--- src/rtl/cisq_pkg.sv ---
// Constants and carrier types shared by the core interrupt sequencer
`default_nettype none
package cisq_pkg;
	// ********************************************************
	// Timing
	// ********************************************************
	localparam int unsigned CLK_PERIOD_NS = 5;
	localparam int unsigned QUARTER_NS = 20;
	localparam int unsigned QUARTER_CYC = (QUARTER_NS + CLK_PERIOD_NS - 1) / CLK_PERIOD_NS;
	localparam int unsigned QUARTERS = 4;
	localparam logic [12:0] VECTOR_ADDR = 13'h0004;
	// ********************************************************
	// Register byte offsets
	// ********************************************************
	localparam logic [7:0] OFF_CTRL = 8'h00;
	localparam logic [7:0] OFF_OPT = 8'h04;
	localparam logic [7:0] OFF_PFA = 8'h08;
	localparam logic [7:0] OFF_PFB = 8'h0c;
	localparam logic [7:0] OFF_PEA = 8'h10;
	localparam logic [7:0] OFF_PEB = 8'h14;
	localparam logic [7:0] OFF_SEQ = 8'h18;
	localparam logic [7:0] OFF_IST = 8'h1c;
	localparam logic [7:0] OFF_IMSK = 8'h20;
	// ********************************************************
	// Field positions and reset values
	// ********************************************************
	localparam int unsigned B_GIE = 7;
	localparam int unsigned B_PERIPHERAL_GROUP_IRQ_ENABLE = 6;
	localparam int unsigned B_TMR_IE = 5;
	localparam int unsigned B_EXT_IE = 4;
	localparam int unsigned B_CHG_IE = 3;
	localparam int unsigned B_TMR_IF = 2;
	localparam int unsigned B_EXT_IF = 1;
	localparam int unsigned B_CHG_IF = 0;
	localparam int unsigned B_EDGE_SEL = 0;
	localparam int unsigned B_ST_ENTRY = 0;
	localparam int unsigned B_ST_RETURN = 1;
	localparam int unsigned B_ST_EDGE = 2;
	localparam logic [7:0] CTRL_RST = 8'h00;
	localparam logic [7:0] OPT_RST = 8'h01;
	localparam logic [7:0] PREG_RST = 8'h00;
	localparam logic [2:0] IST_RST = 3'h0;
	// ********************************************************
	// Types
	// ********************************************************
	typedef enum logic [1:0] {SEQ_IDLE, SEQ_FLUSH, SEQ_VECTOR} cisq_seq_t;
	typedef struct packed {
		logic flush;
		logic push;
		logic [12:0] push_pc;
		logic load;
		logic [12:0] load_pc;
		logic pop;
	} cisq_core_req_t;
	typedef struct packed {
		logic tmr_ovf;
		logic port_chg;
		logic [7:0] periph_a;
		logic [7:0] periph_b;
	} cisq_evt_t;
endpackage
`default_nettype wire

--- src/rtl/cisq_core_irq_seq.sv ---
// Interrupt sequencer of an 8-bit core with APB register access
//
// The APB register port and the register addresses were chosen for this implementation.
`default_nettype none
module cisq_core_irq_seq (
	input wire logic i_clk, // 200 MHz clock
	input wire logic i_rst, // Synchronous reset, active high
	input wire logic i_psel, // APB select
	input wire logic i_penable, // APB enable
	input wire logic i_pwrite, // APB direction
	input wire logic [7:0] i_paddr, // APB byte address
	input wire logic [31:0] i_pwdata, // APB write data
	output logic o_pready, // APB ready
	output logic [31:0] o_prdata, // APB read data
	output logic o_pslverr, // APB error on unmapped address
	input wire cisq_pkg::cisq_evt_t i_evt, // Synchronous event pulses
	input wire logic i_ext_pin, // Asynchronous external interrupt pin
	input wire logic i_ret_instr, // Return instruction executes, one pulse
	input wire logic [12:0] i_pc, // Current program counter
	output cisq_pkg::cisq_core_req_t o_core, // Requests to the program sequencer
	output logic [1:0] o_quarter, // Current quarter phase, 0 is Q1
	output logic o_irq // Level interrupt to the system
);
	localparam int INSTR_CYC = int'(cisq_pkg::QUARTER_CYC * cisq_pkg::QUARTERS);
	localparam int LAT_MIN = INSTR_CYC + 1;
	localparam int LAT_MAX = 2 * INSTR_CYC;
	localparam int LAT_AMAX = 3 * INSTR_CYC;
	localparam int QC = int'(cisq_pkg::QUARTER_CYC);

	// Address match, used by both read and write decode
	function automatic logic hit(input logic [7:0] addr, input logic [7:0] off);
		hit = (addr == off);
	endfunction

	logic [7:0] div_reg;
	logic [1:0] phase_reg;
	logic q_tick, cyc_start;
	logic pin_s1, pin_s2, pin_s3, pin_lvl_reg, edge_hit, ext_hold_reg, ext_window;
	logic pin_armed_reg;
	logic [7:0] ctrl_reg, ctrl_next, opt_reg, pfa_reg, pfa_next, pfb_reg, pfb_next;
	logic [7:0] pea_reg, peb_reg;
	logic [2:0] ist_reg, ist_next, imsk_reg, ist_set;
	logic pready_reg, acc, wr_en, mapped, pend_next, take;
	logic [31:0] rdata;
	cisq_pkg::cisq_seq_t seq_reg;
	cisq_pkg::cisq_core_req_t core_reg;

	// ********************************************************
	// Quarter phase divider
	// ********************************************************
	// One clock-enable pulse per quarter; Q1 starts each instruction cycle
	assign q_tick = (div_reg == 8'(QC - 1));
	assign cyc_start = q_tick && (phase_reg == 2'h3);
	always_ff @(posedge i_clk) begin
		if (i_rst) begin
			div_reg <= 8'h00;
			phase_reg <= 2'h0;
		end else if (q_tick) begin
			div_reg <= 8'h00;
			phase_reg <= phase_reg + 2'h1;
		end else begin
			div_reg <= div_reg + 8'h01;
		end
	end

	// ********************************************************
	// External pin: synchroniser, edge select, Q4-Q1 window
	// ********************************************************
	// Level counts only once second and third stages agree; the stages keep
	// sampling through reset so the pin's level is settled at release
	always_ff @(posedge i_clk) begin
		pin_s1 <= i_ext_pin;
		pin_s2 <= pin_s1;
		pin_s3 <= pin_s2;
	end

	// First settled level after reset is the idle level, never an edge, so a
	// pin already high at release cannot set the flag
	always_ff @(posedge i_clk) begin
		if (i_rst) begin
			pin_armed_reg <= 1'b0;
			pin_lvl_reg <= 1'b0;
		end else if (pin_s2 == pin_s3) begin
			pin_armed_reg <= 1'b1;
			pin_lvl_reg <= pin_s3;
		end
	end

	assign edge_hit = pin_armed_reg && (pin_s2 == pin_s3) && (pin_s3 != pin_lvl_reg)
		&& (pin_s3 == opt_reg[cisq_pkg::B_EDGE_SEL]);
	// Edges seen in Q2/Q3 wait for Q4, which adds no latency since entry is only checked at the end of Q4
	assign ext_window = (phase_reg == 2'h3) || (phase_reg == 2'h0);
	always_ff @(posedge i_clk) begin
		if (i_rst) begin
			ext_hold_reg <= 1'b0;
		end else begin
			ext_hold_reg <= (ext_hold_reg || edge_hit) && !ext_window;
		end
	end

	// ********************************************************
	// APB slave
	// ********************************************************
	// One wait state: ready is registered so the read data is too
	assign acc = i_psel && i_penable && !pready_reg;
	assign wr_en = i_psel && i_penable && pready_reg && i_pwrite;
	assign mapped = hit(i_paddr, cisq_pkg::OFF_CTRL) || hit(i_paddr, cisq_pkg::OFF_OPT)
		|| hit(i_paddr, cisq_pkg::OFF_PFA) || hit(i_paddr, cisq_pkg::OFF_PFB)
		|| hit(i_paddr, cisq_pkg::OFF_PEA) || hit(i_paddr, cisq_pkg::OFF_PEB)
		|| hit(i_paddr, cisq_pkg::OFF_SEQ) || hit(i_paddr, cisq_pkg::OFF_IST)
		|| hit(i_paddr, cisq_pkg::OFF_IMSK);

	// Read mux; unmapped reads return zero
	always_comb begin
		rdata = 32'h0000_0000;
		unique case (1'b1)
			hit(i_paddr, cisq_pkg::OFF_CTRL): rdata[7:0] = ctrl_reg;
			hit(i_paddr, cisq_pkg::OFF_OPT): rdata[7:0] = opt_reg;
			hit(i_paddr, cisq_pkg::OFF_PFA): rdata[7:0] = pfa_reg;
			hit(i_paddr, cisq_pkg::OFF_PFB): rdata[7:0] = pfb_reg;
			hit(i_paddr, cisq_pkg::OFF_PEA): rdata[7:0] = pea_reg;
			hit(i_paddr, cisq_pkg::OFF_PEB): rdata[7:0] = peb_reg;
			hit(i_paddr, cisq_pkg::OFF_SEQ): rdata[4:0] = {phase_reg, pend_next, seq_reg};
			hit(i_paddr, cisq_pkg::OFF_IST): rdata[2:0] = ist_reg;
			hit(i_paddr, cisq_pkg::OFF_IMSK): rdata[2:0] = imsk_reg;
			default: rdata = 32'h0000_0000;
		endcase
	end

	always_ff @(posedge i_clk) begin
		if (i_rst) begin
			pready_reg <= 1'b0;
			o_prdata <= 32'h0000_0000;
			o_pslverr <= 1'b0;
		end else begin
			pready_reg <= acc;
			o_prdata <= acc ? rdata : 32'h0000_0000;
			o_pslverr <= acc && !mapped;
		end
	end
	assign o_pready = pready_reg;

	// ********************************************************
	// Flags and enables
	// ********************************************************
	// Hardware sets win over a software write in the same cycle
	always_comb begin
		ctrl_next = (wr_en && hit(i_paddr, cisq_pkg::OFF_CTRL)) ? i_pwdata[7:0] : ctrl_reg;
		pfa_next = (wr_en && hit(i_paddr, cisq_pkg::OFF_PFA)) ? i_pwdata[7:0] : pfa_reg;
		pfb_next = (wr_en && hit(i_paddr, cisq_pkg::OFF_PFB)) ? i_pwdata[7:0] : pfb_reg;
		ctrl_next[cisq_pkg::B_TMR_IF] = ctrl_next[cisq_pkg::B_TMR_IF] || i_evt.tmr_ovf;
		ctrl_next[cisq_pkg::B_CHG_IF] = ctrl_next[cisq_pkg::B_CHG_IF] || i_evt.port_chg;
		ctrl_next[cisq_pkg::B_EXT_IF] = ctrl_next[cisq_pkg::B_EXT_IF]
			|| ((ext_hold_reg || edge_hit) && ext_window);
		pfa_next = pfa_next | i_evt.periph_a;
		pfb_next = pfb_next | i_evt.periph_b;
		// Entry clears the global enable, return sets it
		if (take) begin
			ctrl_next[cisq_pkg::B_GIE] = 1'b0;
		end else if (i_ret_instr) begin
			ctrl_next[cisq_pkg::B_GIE] = 1'b1;
		end
	end

	// Every reset clears enables, so nothing redirects until software allows it
	always_ff @(posedge i_clk) begin
		if (i_rst) begin
			ctrl_reg <= cisq_pkg::CTRL_RST;
			pfa_reg <= cisq_pkg::PREG_RST;
			pfb_reg <= cisq_pkg::PREG_RST;
		end else begin
			ctrl_reg <= ctrl_next;
			pfa_reg <= pfa_next;
			pfb_reg <= pfb_next;
		end
	end

	always_ff @(posedge i_clk) begin
		if (i_rst) begin
			opt_reg <= cisq_pkg::OPT_RST;
			pea_reg <= cisq_pkg::PREG_RST;
			peb_reg <= cisq_pkg::PREG_RST;
			imsk_reg <= cisq_pkg::IST_RST;
		end else if (wr_en) begin
			if (hit(i_paddr, cisq_pkg::OFF_OPT)) opt_reg <= i_pwdata[7:0];
			if (hit(i_paddr, cisq_pkg::OFF_PEA)) pea_reg <= i_pwdata[7:0];
			if (hit(i_paddr, cisq_pkg::OFF_PEB)) peb_reg <= i_pwdata[7:0];
			if (hit(i_paddr, cisq_pkg::OFF_IMSK)) imsk_reg <= i_pwdata[2:0];
		end
	end

	// Any enabled flag requests; all share one vector with no priority
	assign pend_next = (ctrl_next[cisq_pkg::B_TMR_IE] && ctrl_next[cisq_pkg::B_TMR_IF])
		|| (ctrl_next[cisq_pkg::B_EXT_IE] && ctrl_next[cisq_pkg::B_EXT_IF])
		|| (ctrl_next[cisq_pkg::B_CHG_IE] && ctrl_next[cisq_pkg::B_CHG_IF])
		|| (ctrl_reg[cisq_pkg::B_PERIPHERAL_GROUP_IRQ_ENABLE] && |((pfa_next & pea_reg) | (pfb_next & peb_reg)));
	assign take = cyc_start && (seq_reg == cisq_pkg::SEQ_IDLE)
		&& ctrl_reg[cisq_pkg::B_GIE] && pend_next;

	// ********************************************************
	// Entry sequence
	// ********************************************************
	// Flush in the cycle after the event, push and vector load in the next
	always_ff @(posedge i_clk) begin
		if (i_rst) begin
			seq_reg <= cisq_pkg::SEQ_IDLE;
		end else if (cyc_start) begin
			unique case (seq_reg)
				cisq_pkg::SEQ_IDLE: if (take) seq_reg <= cisq_pkg::SEQ_FLUSH;
				cisq_pkg::SEQ_FLUSH: seq_reg <= cisq_pkg::SEQ_VECTOR;
				cisq_pkg::SEQ_VECTOR: seq_reg <= cisq_pkg::SEQ_IDLE;
				default: seq_reg <= cisq_pkg::SEQ_IDLE;
			endcase
		end
	end

	// Only the return PC goes to the stack; W, status, pointer, latch untouched
	always_ff @(posedge i_clk) begin
		if (i_rst) begin
			core_reg <= '0;
		end else begin
			core_reg.flush <= take;
			core_reg.push <= cyc_start && (seq_reg == cisq_pkg::SEQ_FLUSH);
			core_reg.load <= cyc_start && (seq_reg == cisq_pkg::SEQ_FLUSH);
			core_reg.push_pc <= i_pc;
			core_reg.load_pc <= cisq_pkg::VECTOR_ADDR;
			core_reg.pop <= i_ret_instr;
		end
	end
	assign o_core = core_reg;

	// ********************************************************
	// System interrupt: sticky status, write one to clear
	// ********************************************************
	assign ist_set = {edge_hit, core_reg.pop, core_reg.load};
	always_comb begin
		ist_next = ist_reg;
		if (wr_en && hit(i_paddr, cisq_pkg::OFF_IST)) ist_next = ist_reg & ~i_pwdata[2:0];
		ist_next = ist_next | ist_set;
	end
	always_ff @(posedge i_clk) begin
		if (i_rst) begin
			ist_reg <= cisq_pkg::IST_RST;
			o_irq <= 1'b0;
			o_quarter <= 2'h0;
		end else begin
			ist_reg <= ist_next;
			o_irq <= |(ist_next & imsk_reg);
			o_quarter <= phase_reg;
		end
	end
endmodule
`default_nettype wire

--- config.mk ---
export PLATFORM = sky130hd
export DESIGN_NAME = cisq_core_irq_seq
export DESIGN_NICKNAME = d
export VERILOG_FILES = /design/src/rtl/cisq_pkg.sv /design/src/rtl/cisq_core_irq_seq.sv
export SDC_FILE = /design/constraint.sdc
export NUM_CORES = 1
export LEC_CHECK = 0
export ABC_AREA = 1
export BUFFER_PORTS_ARGS = -buffer_cell sky130_fd_sc_hd__buf_2
export CAP_MARGIN = 0
export CORE_ASPECT_RATIO = 1.75
export CORE_MARGIN = 2
export CORE_UTILIZATION = 46
export CTS_CLUSTER_SIZE = 24
export DETAILED_ROUTE_END_ITERATION = 10
export PLACE_DENSITY = 0.76
export SLEW_MARGIN = 20
export SYNTH_ARGS = -nofsm -noshare
export SYNTH_HDL_FRONTEND = slang
export SYNTH_SLANG_ARGS = --single-unit
--- constraint.sdc ---
create_clock -name i_clk -period 1.7 [get_ports i_clk]
set_clock_uncertainty 0.2 [all_clocks]
set_input_delay 0.085 -clock i_clk [delete_from_list [all_inputs] [get_ports i_clk]]
set_output_delay 0.085 -clock i_clk [all_outputs]
set_load 0.01 [all_outputs]
==> results of run 1 <==
[area by class of cell]
type | instances | area [um^2] | share of cell area [%]
inverter | 85 | 330.3 | 5.035
clock inverter | 7 | 48.80 | 0.7438
sequential | 102 | 2046 | 31.18
clock buffer | 9 | 225.2 | 3.433
timing repair buffer | 204 | 1541 | 23.50
multi-input combinational | 411 | 2212 | 33.72
tap | 125 | 156.4 | 2.384
[metrics by stage]
stage | power, W | util [%]
after floorplan | 0.002846 | -
after global placement | 0.003002 | 56.74
after detailed placement | 0.003018 | 56.74
after CTS | 0.005009 | 64.88
after global routing | 0.005230 | 67.01
final | 0.005030 | 67.01
[repair_timing]
| action | CTS | global route |
|---|---|---|
| gates cloned | 1 | 2 |
| hold buffers | 42 | 0 |
| resized for setup | 39 | 48 |
| endpoints found under the setup margin | 33 | 40 |
| hold endpoints to repair | 67 | 0 |
| buffers inserted | 4 | 1 |
| pin swaps | 11 | 21 |
[cells by family (layout without fill, tap and decap cells)]
logic type / after synthesis / in the layout / share of synthesized area [%]
and+or+nand+nor: 270 / 270 / 26.54
buffers and inverters: 138 / 305 / 14.82
DFF: 102 / 102 / 44.37
AOI/OAI and AO/OA: 100 / 100 / 13.02
adders and majority gates: 2 / 2 / 0.5437
muxes: 2 / 2 / 0.4350
other: 1 / 36 / 0.08149
xor gates and xnor gates: 1 / 1 / 0.1904
[metal layers]
layer  track usage [%]  wire [um]  up-vias
li1                  -          -     2289
met1             27.33       5155     2285
met2             47.29       7744      225
met3             4.914        742       65
met4             18.68        993        0
met5                 0          0        -
[cell usage in the layout (no fill, tap or decap), types with 9 or more instances in the layout]
cell type | netlist | layout
dlygate4sd3_1 | 0 | 42
inv_1 | 85 | 78
nor2_1 | 72 | 69
dfxtp_1 | 102 | 99
nand3b_1 | 11 | 11
nand2_2 | 2 | 9
o21ai_2 | 0 | 18
buf_4 | 37 | 64
a21oi_1 | 39 | 35
nand2_1 | 129 | 120
nand3_1 | 31 | 28
o21ai_0 | 30 | 9
clkbuf_16 | 0 | 11
buf_2 | 2 | 84
conb_1 | 1 | 36
[path summary, 6_finish.rpt]
check,startpoint,end,depth (start not counted)
max,o_pready,seq_reg[0],13
min,i_penable,o_pready,4
max reg2reg,o_pready,seq_reg[0],13
min reg2reg,pin_s1,pin_s2,0
[power by group through the flow]
stage               logic (W)  clock network [W]  registers, W
finish               0.000582            0.00193       0.00251
global route         0.000638            0.00207       0.00252
CTS                  0.000544            0.00196       0.00251
detailed placement   0.000458                  0       0.00256
global placement     0.000444                  0       0.00256
floorplan            0.000281                  0       0.00256
[worst max-delay path: cells and delay by family, from the launching register on]
family	cells	cell delay (ns)
AOI/OAI and AO/OA	2	0.23
DFF	1	0.34
and+or+nand+nor	11	1.21
==> results by group, run 1 <==
Detailed routing
  – DR vias: between 4000 and 5000
  – DR pass1 iterations: 5
  – Drt total wl: between 10000 and 15000 um
  – WL/cell: 15.52 um
  – Routed Antenna Nets: 0
  – Drt first-iter violations: 297
  – # DRC: 0
  – Vias/cell: between 5 and 6

Die
  – CORE AREA: 9789 um^2
  – Width of the die: 79.61 um
  – Placement Rows: 48
  – Die height: about 140 um
  – Die ar.: 10850 um^2
  – Initial Utilization: 47.01%
  – I/O pins: 145

Clock tree
  – Clk_lat worst skew: 0.34 ns
  – Clk slew on worst S/H paths: 0.07 ns
  – Clk sinks: 102
  – CTS tree: yes
  – TritonCTS Buffers: 9
  – CTS root buf: clkbuf_16
  – CTS H-tree depth: 3
  – Clock Tree Buf Depth: 2

Global route
  – Initial antenna violation count: 0
  – Largest net degree at the start of global routing: 45
  – All-layer global routing usage: 26.58%
  – First-pass GRT wire length: 22230 um
  – Overflow after GRT: 0
  – Vias in the first global route: 4808

Place
  – Dpl ws: -0.4146 ns
  – Port bufs: 84
  – Placed cell areas: 5554 um^2
  – Dpl hpwl: 10210 um
  – Cells after DPL: 877
  – GPL Wtd Cong: 0.9654

Critical path
  – Worst path arrival time: 2.12 ns
  – Worst path required time: ~1.7 ns
  – Crit end category: register
  – Crit path max fanout: 8
  – Top cell by count, worst path: nand2_1
  – Crit path max-delay cell type: dfxtp_2
  – Critical-path cell list: nand2_2 > nor2_4 > nand3_4 > nand2_1 > nand3b_1 > nand2_1 > nand2_1 > nor2_1 > nand2_1 > o21ai_2 > nand2_2 > nand2_2 > a21oi_2
  – CP peak stage delay: 0.34 ns
  – Reg-to-reg setup timing slack: -0.39 ns
  – Setup CP Type: register to register
  – Crit path launch type: register

Synth
  – Share of the synthesized area in the top cell type: 44.37%
  – Top-count cell post-synth: nand2_1
  – Count of state elements after synthesis: 102
  – Register area share after synthesis: 44.37%
  – Post-synth top cells: 129 x nand2_1, 102 x dfxtp_1, 85 x inv_1, 72 x nor2_1, 39 x a21oi_1
  – Avg Cell Area, Syn: 7.471 um^2
  – Top post-synthesis cells by area: dfxtp_1 44%, nand2_1 11%, inv_1 6.9%, buf_4 6.0%, nor2_1 5.9%
  – Ys Warns: 0
  – Synthesized area: 4602 um^2
  – Async S/R FF share, synth: 0%
  – Gate Count Post-Synth: ~620
  – Area leader, netlist: dfxtp_1
  – Netlist cell types: 42
  – EDFF count, synth: 0
  – Ys flop type: dfxtp_1

Pwr
  – Combinational Power Share: 11.6%
  – Pwr Density: 766.8 nW/um^2
  – Leak Pwr: 3.136 nW
  – Clock Power Share: 38.4%
  – Reg power frac: ~50%
  – Peak supply drop: 680.4 uV
  – Sw Share: about 26%
  – Internal power: 0.003740 W
  – Sw Pwr: 0.001291 W

Timing
  – Tcrit/Tclk final: 123.1%
  – Max Clk Rate: 477.9 MHz
  – Setup violators final: 26
  – Final hold vios: 0
  – WHS: just under 0.006 ns
  – Setup TNS: -5.729 ns
  – RSZ-0062 raised after global routing: true
  – Final max-slew violation count: 0
  – Final WS setup: -0.3926 ns
  – Final worst path period need: 2.093 ns

Final layout
  – Fillers: 825
  – Fin area: approximately 6600 um^2
  – Ant diodes: 0
  – Max reg flops: 17
  – Area grow syn2layout: 42.55%
  – Finished Layout Cells: ~940
  – Layout cells sized above 1: a little under a third
  – Nets@finish: 893

Status
  – Failing checks: negative setup slack
  – Status: finished with violations

Flow run
  – Max_cap viols: 0

Hold path
  – Class of the worst hold path: primary input to register
Power figures use the tool's default switching activity.
==> run 2: changes to the inputs <==
--- a/config.mk
+++ b/config.mk
@@ -9,11 +9,11 @@
 export BUFFER_PORTS_ARGS = -buffer_cell sky130_fd_sc_hd__buf_2
 export CAP_MARGIN = 0
 export CORE_ASPECT_RATIO = 1.75
-export CORE_MARGIN = 2
+export CORE_MARGIN = 5
 export CORE_UTILIZATION = 46
 export CTS_CLUSTER_SIZE = 24
 export DETAILED_ROUTE_END_ITERATION = 10
-export PLACE_DENSITY = 0.76
+export PLACE_DENSITY_LB_ADDON = 0.25
 export SLEW_MARGIN = 20
 export SYNTH_ARGS = -nofsm -noshare
 export SYNTH_HDL_FRONTEND = slang
==> results by group, run 2 (same netlist as run 1, synthesis figures left out) <==
Status
  – Status: finished with violations (unchanged)
  – Failing checks: negative setup slack (unchanged)

Pwr
  – Peak supply drop: 1076 uV (was 680.4 uV)
  – Leak Pwr: 3.109 nW (was 3.136 nW)
  – Pwr Density: 831.0 nW/um^2 (was 766.8 nW/um^2)

Timing
  – Final hold vios: 0 (unchanged)
  – Final WS setup: -0.3966 ns (was -0.3926 ns)
  – Slew HR: 67.05%
  – RSZ-0062 raised after global routing: true (unchanged)
  – Final max-slew violation count: 0 (unchanged)
  – WHS: 0.01208 ns (was 0.005897 ns)
  – Max Clk Rate: 477.0 MHz (was 477.9 MHz)
  – Tcrit/Tclk final: 123.3% (was 123.1%)
  – Actual slew at the worst max-slew pin: 0.4897 ns
  – Final worst path period need: 2.097 ns (was 2.093 ns)
  – Setup violators final: 25 (was 26)

Global route
  – Initial antenna violation count: 0 (unchanged)
  – All-layer global routing usage: 23.63% (was 26.58%)
  – Largest net degree at the start of global routing: 35 (was 45)
  – Overflow after GRT: 0 (unchanged)
  – Vias in the first global route: 4815 (was 4808)
  – First-pass GRT wire length: 22320 um (was 22230 um)

Critical path
  – R2R Path Start: o_pready (unchanged)
  – Reg-to-reg setup timing slack: -0.40 ns (was -0.39 ns)
  – Crit end category: register (unchanged)
  – FF-to-FF End: seq_reg[0] (unchanged)
  – Worst path required time: 1.73 ns (was 1.72 ns)
  – Crit path max fanout: 8 (unchanged)
  – Setup CP Type: register to register (unchanged)
  – Worst reg-to-reg path cell count: 13 (unchanged)
  – Worst path arrival time: 2.13 ns (was 2.12 ns)
  – Crit path launch type: register (unchanged)

Clock tree
  – TritonCTS Buffers: 9 (unchanged)
  – CTS tree: yes (unchanged)
  – CTS root buf: clkbuf_16 (unchanged)
  – Clk slew on worst S/H paths: 0.07 ns (about the same)
  – CTS H-tree depth: 3 (unchanged)
  – Clk sinks: 102 (unchanged)
  – Clk_lat worst skew: 0.35 ns (was 0.34 ns)
  – Clock Tree Buf Depth: 2 (unchanged)

Flow run
  – Max_cap viols: 0 (unchanged)

Hold path
  – Class of the worst hold path: primary input to register (unchanged)
  – Worst hold endpoint: o_pready (unchanged)
  – Hold path depth: 4 (unchanged)
  – Worst hold start: i_penable (unchanged)

Detailed routing
  – Routed Antenna Nets: 0 (unchanged)
  – DR vias: 4657 (was 4864)
  – # DRC: 0 (unchanged)
  – DR pass1 iterations: 5 (unchanged)
  – Drt first-iter violations: 219 (was 297)
  – Vias/cell: 4.949 (was 5.158)
  – WL/cell: 14.96 um (was 15.52 um)
  – Drt total wl: 14080 um (was 14640 um)

Die
  – Die height: 142.3 um (was 136.3 um)
  – Placement Rows: 48 (unchanged)
  – Die ar.: 12180 um^2 (was 10850 um^2)
  – Initial Utilization: 46.72% (was 47.01%)
  – Width of the die: 85.61 um (was 79.61 um)
  – CORE AREA: 9849 um^2 (was 9789 um^2)
  – I/O pins: 145 (unchanged)

Final layout
  – Most frequent cells in the layout: 123 x nand2_1, 96 x dfxtp_1, 84 x buf_2, 75 x inv_1, 71 x buf_4 (was 120 x nand2_1, 99 x dfxtp_1, 84 x buf_2, 78 x inv_1, 69 x nor2_1)
  – Max reg flops: 17 (unchanged)
  – Nets@finish: 891 (was 893)
  – Layout cells sized above 1: 28.06% (was 30.44%)
  – Ant diodes: 0 (unchanged)
  – Area grow syn2layout: 39.51% (was 42.55%)
  – Most common cell after layout, fill and taps aside: nand2_1 (unchanged)

Place
  – Dpl ws: -0.3977 ns (was -0.4146 ns)
  – Dpl hpwl: 10620 um (was 10210 um)
  – GPL Wtd Cong: 0.8943 (was 0.9654)
  – Port bufs: 84 (unchanged)
run 2: changes by cell type in the layout (fill, tap and decap cells not counted), moves of 4 or more:
cell and change:
buf_12 -4, inv_2 +6, buf_4 +7, o21ai_0 +14
o21ai_2 -16
run 2: repair_timing:
action | CTS | global route
hold buffers | 42 | 0
pin swaps | 13 | 12
gates cloned | 0 | 1
endpoints found under the hold margin | 68 | 0
gates resized for setup | 25 | 24
setup endpoints to repair | 42 | 47
buffers inserted | 4 | 3
run 2: worst max-delay path: stages, from the launching register on:
cell and delay, ns:
dfxtp_2 0.34, nand2_2 0.07, nor2_4 0.24, nand3_4 0.18, nand2_1 0.10, nand3b_1 0.10, nand2_1 0.07, nand2_1 0.06
nor2_2 0.12, nand2_1 0.09, o21ai_2 0.15, nand2_2 0.10, nand2_2 0.09, a21oi_2 0.05
run 2: area by class of cell:
cell class	count	area, um^2
clock buffers	9	225.2
clock inverters	7	103.9
fillers	878	3430
inverters	85	322.8
multi-input cells	411	2132
flip-flops and latches	102	2049
well taps	125	156.4
repair buffers	202	1430
run 2: power breakdown:
| part | total, W | switching [W] | internal, W |
|---|---|---|---|
| registers | 0.00251 | 0.0000444 | 0.00247 |
| logic | 0.000566 | 0.000299 | 0.000267 |
| clock network | 0.00226 | 0.000946 | 0.00131 |
run 2: worst max-delay path by stage:
stage | from | endpoint | slack, ns | cells after the start
final | o_pready | seq_reg[0] | -0.40 | 13
after global placement | o_pready | seq_reg[0] | -0.34 | 10
after floorplan | o_pready | seq_reg[0] | -0.12 | 12
after CTS | o_pready | seq_reg[0] | -0.36 | 13
after detailed placement | i_paddr[4] | seq_reg[0] | -0.40 | 15
after global routing | o_pready | o_prdata[2] | -0.54 | 14
run 2: metrics by stage:
step	TNS, ns	utilization (%)	instances	instance area, um^2	power, W
finish	-7.153	65.18	941	6420	0.005335
global route	-10.15	65.18	941	6420	0.005537
CTS	-5.811	64.29	937	6332	0.005351
detailed placement	-8.254	55.73	875	5489	0.003013
global placement	-6.036	55.73	875	5489	0.002999
floorplan	-0.4341	-	651	4768	0.002846
run 2: metal layers:
| layer | global-route usage, % | part of all wire [%] | vias up | wire length, um |
|---|---|---|---|---|
| met1 | 22.73 | 34 | 2098 | 4747 |
| met5 | 0 | 0 | - | 0 |
| met2 | 43.24 | 53 | 196 | 7499 |
| met4 | 17.01 | 6.9 | 0 | 971 |
| met3 | 5.272 | 6.1 | 69 | 861 |
| li1 | - | - | 2294 | - |
==> run 3: changes to the inputs <==
--- a/config.mk
+++ b/config.mk
@@ -14,6 +14,7 @@
 export CTS_CLUSTER_SIZE = 24
 export DETAILED_ROUTE_END_ITERATION = 10
 export PLACE_DENSITY_LB_ADDON = 0.25
+export SETUP_SLACK_MARGIN = 0.2
 export SLEW_MARGIN = 20
 export SYNTH_ARGS = -nofsm -noshare
 export SYNTH_HDL_FRONTEND = slang
==> constraint.sdc (replaced) <==
create_clock -name i_clk -period 1.8 [get_ports i_clk]
set_clock_uncertainty 0.2 [all_clocks]
set_input_delay 0.09 -clock i_clk [delete_from_list [all_inputs] [get_ports i_clk]]
set_output_delay 0.09 -clock i_clk [all_outputs]
set_load 0.01 [all_outputs]
==> results by group, run 3 (same netlist as run 1, synthesis figures left out) <==
Status
  – Status: finished with violations (unchanged)
  – Failing checks: negative hold slack, negative setup slack (was negative setup slack)

Pwr
  – Internal power: 0.003578 W (was 0.004046 W)
  – Leak Pwr: 3.083 nW (was 3.109 nW)
  – Pwr Density: 756.4 nW/um^2 (was 831.0 nW/um^2)
  – Reg power frac: 48.5% (was 47.1%)
  – Combinational Power Share: 11.4% (was 10.6%)
  – Peak supply drop: 769.6 uV (was 1076 uV)
  – Clock Power Share: 40.1% (was 42.3%)
  – Sw Share: 26.90% (was 24.17%)
  – Sw Pwr: 0.001317 W (was 0.001289 W)

Critical path
  – Setup CP Type: register to register (unchanged)
  – Worst path arrival time: 2.07 ns (was 2.13 ns)
  – Crit path max fanout: 8 (unchanged)
  – Crit path launch type: register (unchanged)
  – Reg-to-reg setup timing slack: -0.24 ns (was -0.40 ns)
  – Crit end category: register (unchanged)
  – FF-to-FF End: seq_reg[0] (unchanged)
  – Worst reg-to-reg path cell count: 14 (was 13)
  – R2R Path Start: o_pready (unchanged)
  – Worst path required time: 1.83 ns (was 1.73 ns)

Hold path
  – Worst hold start: i_evt[1] (was i_penable)
  – Class of the worst hold path: primary input to register (unchanged)
  – Worst hold endpoint: pfb_reg[1] (was o_pready)
  – Hold path depth: 4 (unchanged)

Place
  – Cells after DPL: 860 (was 875)
  – Dpl hpwl: 9997 um (was 10620 um)
  – Port bufs: 84 (unchanged)
  – GPL Wtd Cong: 0.8869 (was 0.8943)

Final layout
  – Most common cell after layout, fill and taps aside: nand2_1 (unchanged)
  – Nets@finish: 879 (was 891)
  – Finished Layout Cells: 929 (was 941)
  – Most frequent cells in the layout: 120 x nand2_1, 96 x dfxtp_1, 84 x buf_2, 75 x inv_1, 65 x nor2_1 (was 123 x nand2_1, 96 x dfxtp_1, 84 x buf_2, 75 x inv_1, 71 x buf_4)
  – Ant diodes: 0 (unchanged)
  – Max reg flops: 17 (unchanged)
  – Layout cells sized above 1: 28.98% (was 28.06%)
  – Fillers: 845 (was 878)
  – Area grow syn2layout: 40.62% (was 39.51%)

Timing
  – Final worst path period need: 2.039 ns (was 2.097 ns)
  – RSZ-0062 raised after global routing: true (unchanged)
  – Final max-slew violation count: 0 (unchanged)
  – Final hold vios: 3 (was 0)
  – Final WS setup: -0.2391 ns (was -0.3966 ns)
  – Setup violators final: 11 (was 25)
  – Tcrit/Tclk final: 113.3% (was 123.3%)
  – Setup TNS: -1.086 ns (was -7.153 ns)
  – Max Clk Rate: 490.4 MHz (was 477.0 MHz)
  – WHS: -0.1005 ns (was 0.01208 ns)

Detailed routing
  – # DRC: 0 (unchanged)
  – Routed Antenna Nets: 0 (unchanged)
  – DR vias: 4640 (was 4657)
  – DR pass1 iterations: 6 (was 5)
  – Drt first-iter violations: 282 (was 219)
  – Drt total wl: 14180 um (was 14080 um)
  – Vias/cell: 4.995 (was 4.949)
  – WL/cell: 15.26 um (was 14.96 um)

Die
  – CORE AREA: 9849 um^2 (unchanged)
  – I/O pins: 145 (unchanged)
  – Width of the die: 85.61 um (unchanged)
  – Die height: 142.3 um (unchanged)
  – Initial Utilization: 46.72% (unchanged)
  – Die ar.: 12180 um^2 (unchanged)
  – Placement Rows: 48 (unchanged)

Global route
  – First-pass GRT wire length: 21720 um (was 22320 um)
  – All-layer global routing usage: 22.89% (was 23.63%)
  – Overflow after GRT: 0 (unchanged)
  – Largest net degree at the start of global routing: 44 (was 35)
  – Vias in the first global route: 4554 (was 4815)
  – Initial antenna violation count: 0 (unchanged)

Clock tree
  – Clk sinks: 102 (unchanged)
  – Clk slew on worst S/H paths: 0.08 ns (was 0.07 ns)
  – CTS root buf: clkbuf_16 (unchanged)
  – Clock Tree Buf Depth: 2 (unchanged)
  – CTS hold repair buffers: 42 (unchanged)
  – Clk_lat worst skew: 0.35 ns (about the same)
  – CTS tree: yes (unchanged)
  – TritonCTS Buffers: 9 (unchanged)
  – CTS H-tree depth: 3 (unchanged)

Flow run
  – Max_cap viols: 0 (unchanged)
==> run 3: cell count changes in the layout (fill, tap and decap cells not counted), sizes merged <==
| cell | before | now |
|---|---|---|
| dlygate4sd3 | 42 | 41 |
| bufinv | 2 | 0 |
| buf | 160 | 148 |
| clkinv | 0 | 2 |
| dlymetal6s4s | 0 | 1 |
| clkinvlp | 3 | 2 |
| inv | 87 | 88 |
==> run 3: worst max-delay path by stage <==
stage	from	to	slack [ns]	depth (start not counted)
floorplan	o_pready	seq_reg[0]	-0.02	12
global placement	o_pready	seq_reg[0]	-0.28	13
detailed placement	i_paddr[4]	seq_reg[0]	-0.30	15
CTS	o_pready	seq_reg[0]	-0.22	14
global route	o_pready	o_core[29]	-0.37	14
finish	o_pready	seq_reg[0]	-0.24	14
==> run 3: layout make-up <==
type,instances,area [um^2],area share [%]
Multi-Input combinational cell,411,2227,34.42
Clock buffer,9,225.2,3.480
Timing Repair Buffer,190,1400,21.64
Sequential cell,102,2049,31.67
Inverter,85,337.8,5.220
Tap cell,125,156.4,2.417
Clock inverter,7,75.07,1.160
==> run 3: routing by layer <==
metal / share of wire [%] / GRT usage (%) / up-vias
li1: - / - / 2272
met1: 35 / 23.40 / 2140
met2: 55 / 43.48 / 184
met3: 5.8 / 4.751 / 44
met4: 3.7 / 10.51 / 0
met5: 0 / 0 / -
==> run 3: worst max-delay path, cell delays in order (launching register included) <==
cell     delay (ns)
dfxtp_2        0.34
nand2_2        0.06
nor2_4         0.11
buf_12         0.12
nand3_4        0.15
nand2_1        0.10
nand3_1        0.09
nand2_1        0.07
nand2_1        0.06
nor2_2         0.12
nand2_1        0.09
o21ai_2        0.17
nand2_2        0.10
nand2_2        0.08
a21oi_2        0.05
==> run 3: power by group through the flow <==
| stage | registers [W] | clock network (W) | logic, W |
|---|---|---|---|
| floorplan | 0.00242 | 0 | 0.000266 |
| global placement | 0.00242 | 0 | 0.000402 |
| detailed placement | 0.00242 | 0 | 0.000412 |
| CTS | 0.00237 | 0.00199 | 0.000499 |
| global route | 0.00238 | 0.00208 | 0.000609 |
| finish | 0.00237 | 0.00196 | 0.000557 |
==> run 3: timing repair <==
action,4_1_cts,5_1_grt
setup buffers,6,5
endpoints found under the setup margin,47,48
hold endpoints to repair,68,1
resized for setup,29,47
pin swaps,7,7
==> run 3: metrics by stage <==
step | total power [W] | hold WS, ns | util (%) | setup WS (ns) | area (um^2)
3_3_place_gp | 0.002819 | -0.002923 | 55.03 | -0.2842 | 5420
4_1_cts | 0.004851 | -0.1048 | 63.64 | -0.2233 | 6269
2_1_floorplan | 0.002689 | -0.08228 | - | -0.02194 | 4776
3_5_place_dp | 0.002831 | -0.00003857 | 55.03 | -0.3039 | 5420
5_1_grt | 0.005066 | -0.08262 | 65.70 | -0.3707 | 6471
6_report | 0.004895 | -0.1005 | 65.70 | -0.2391 | 6471
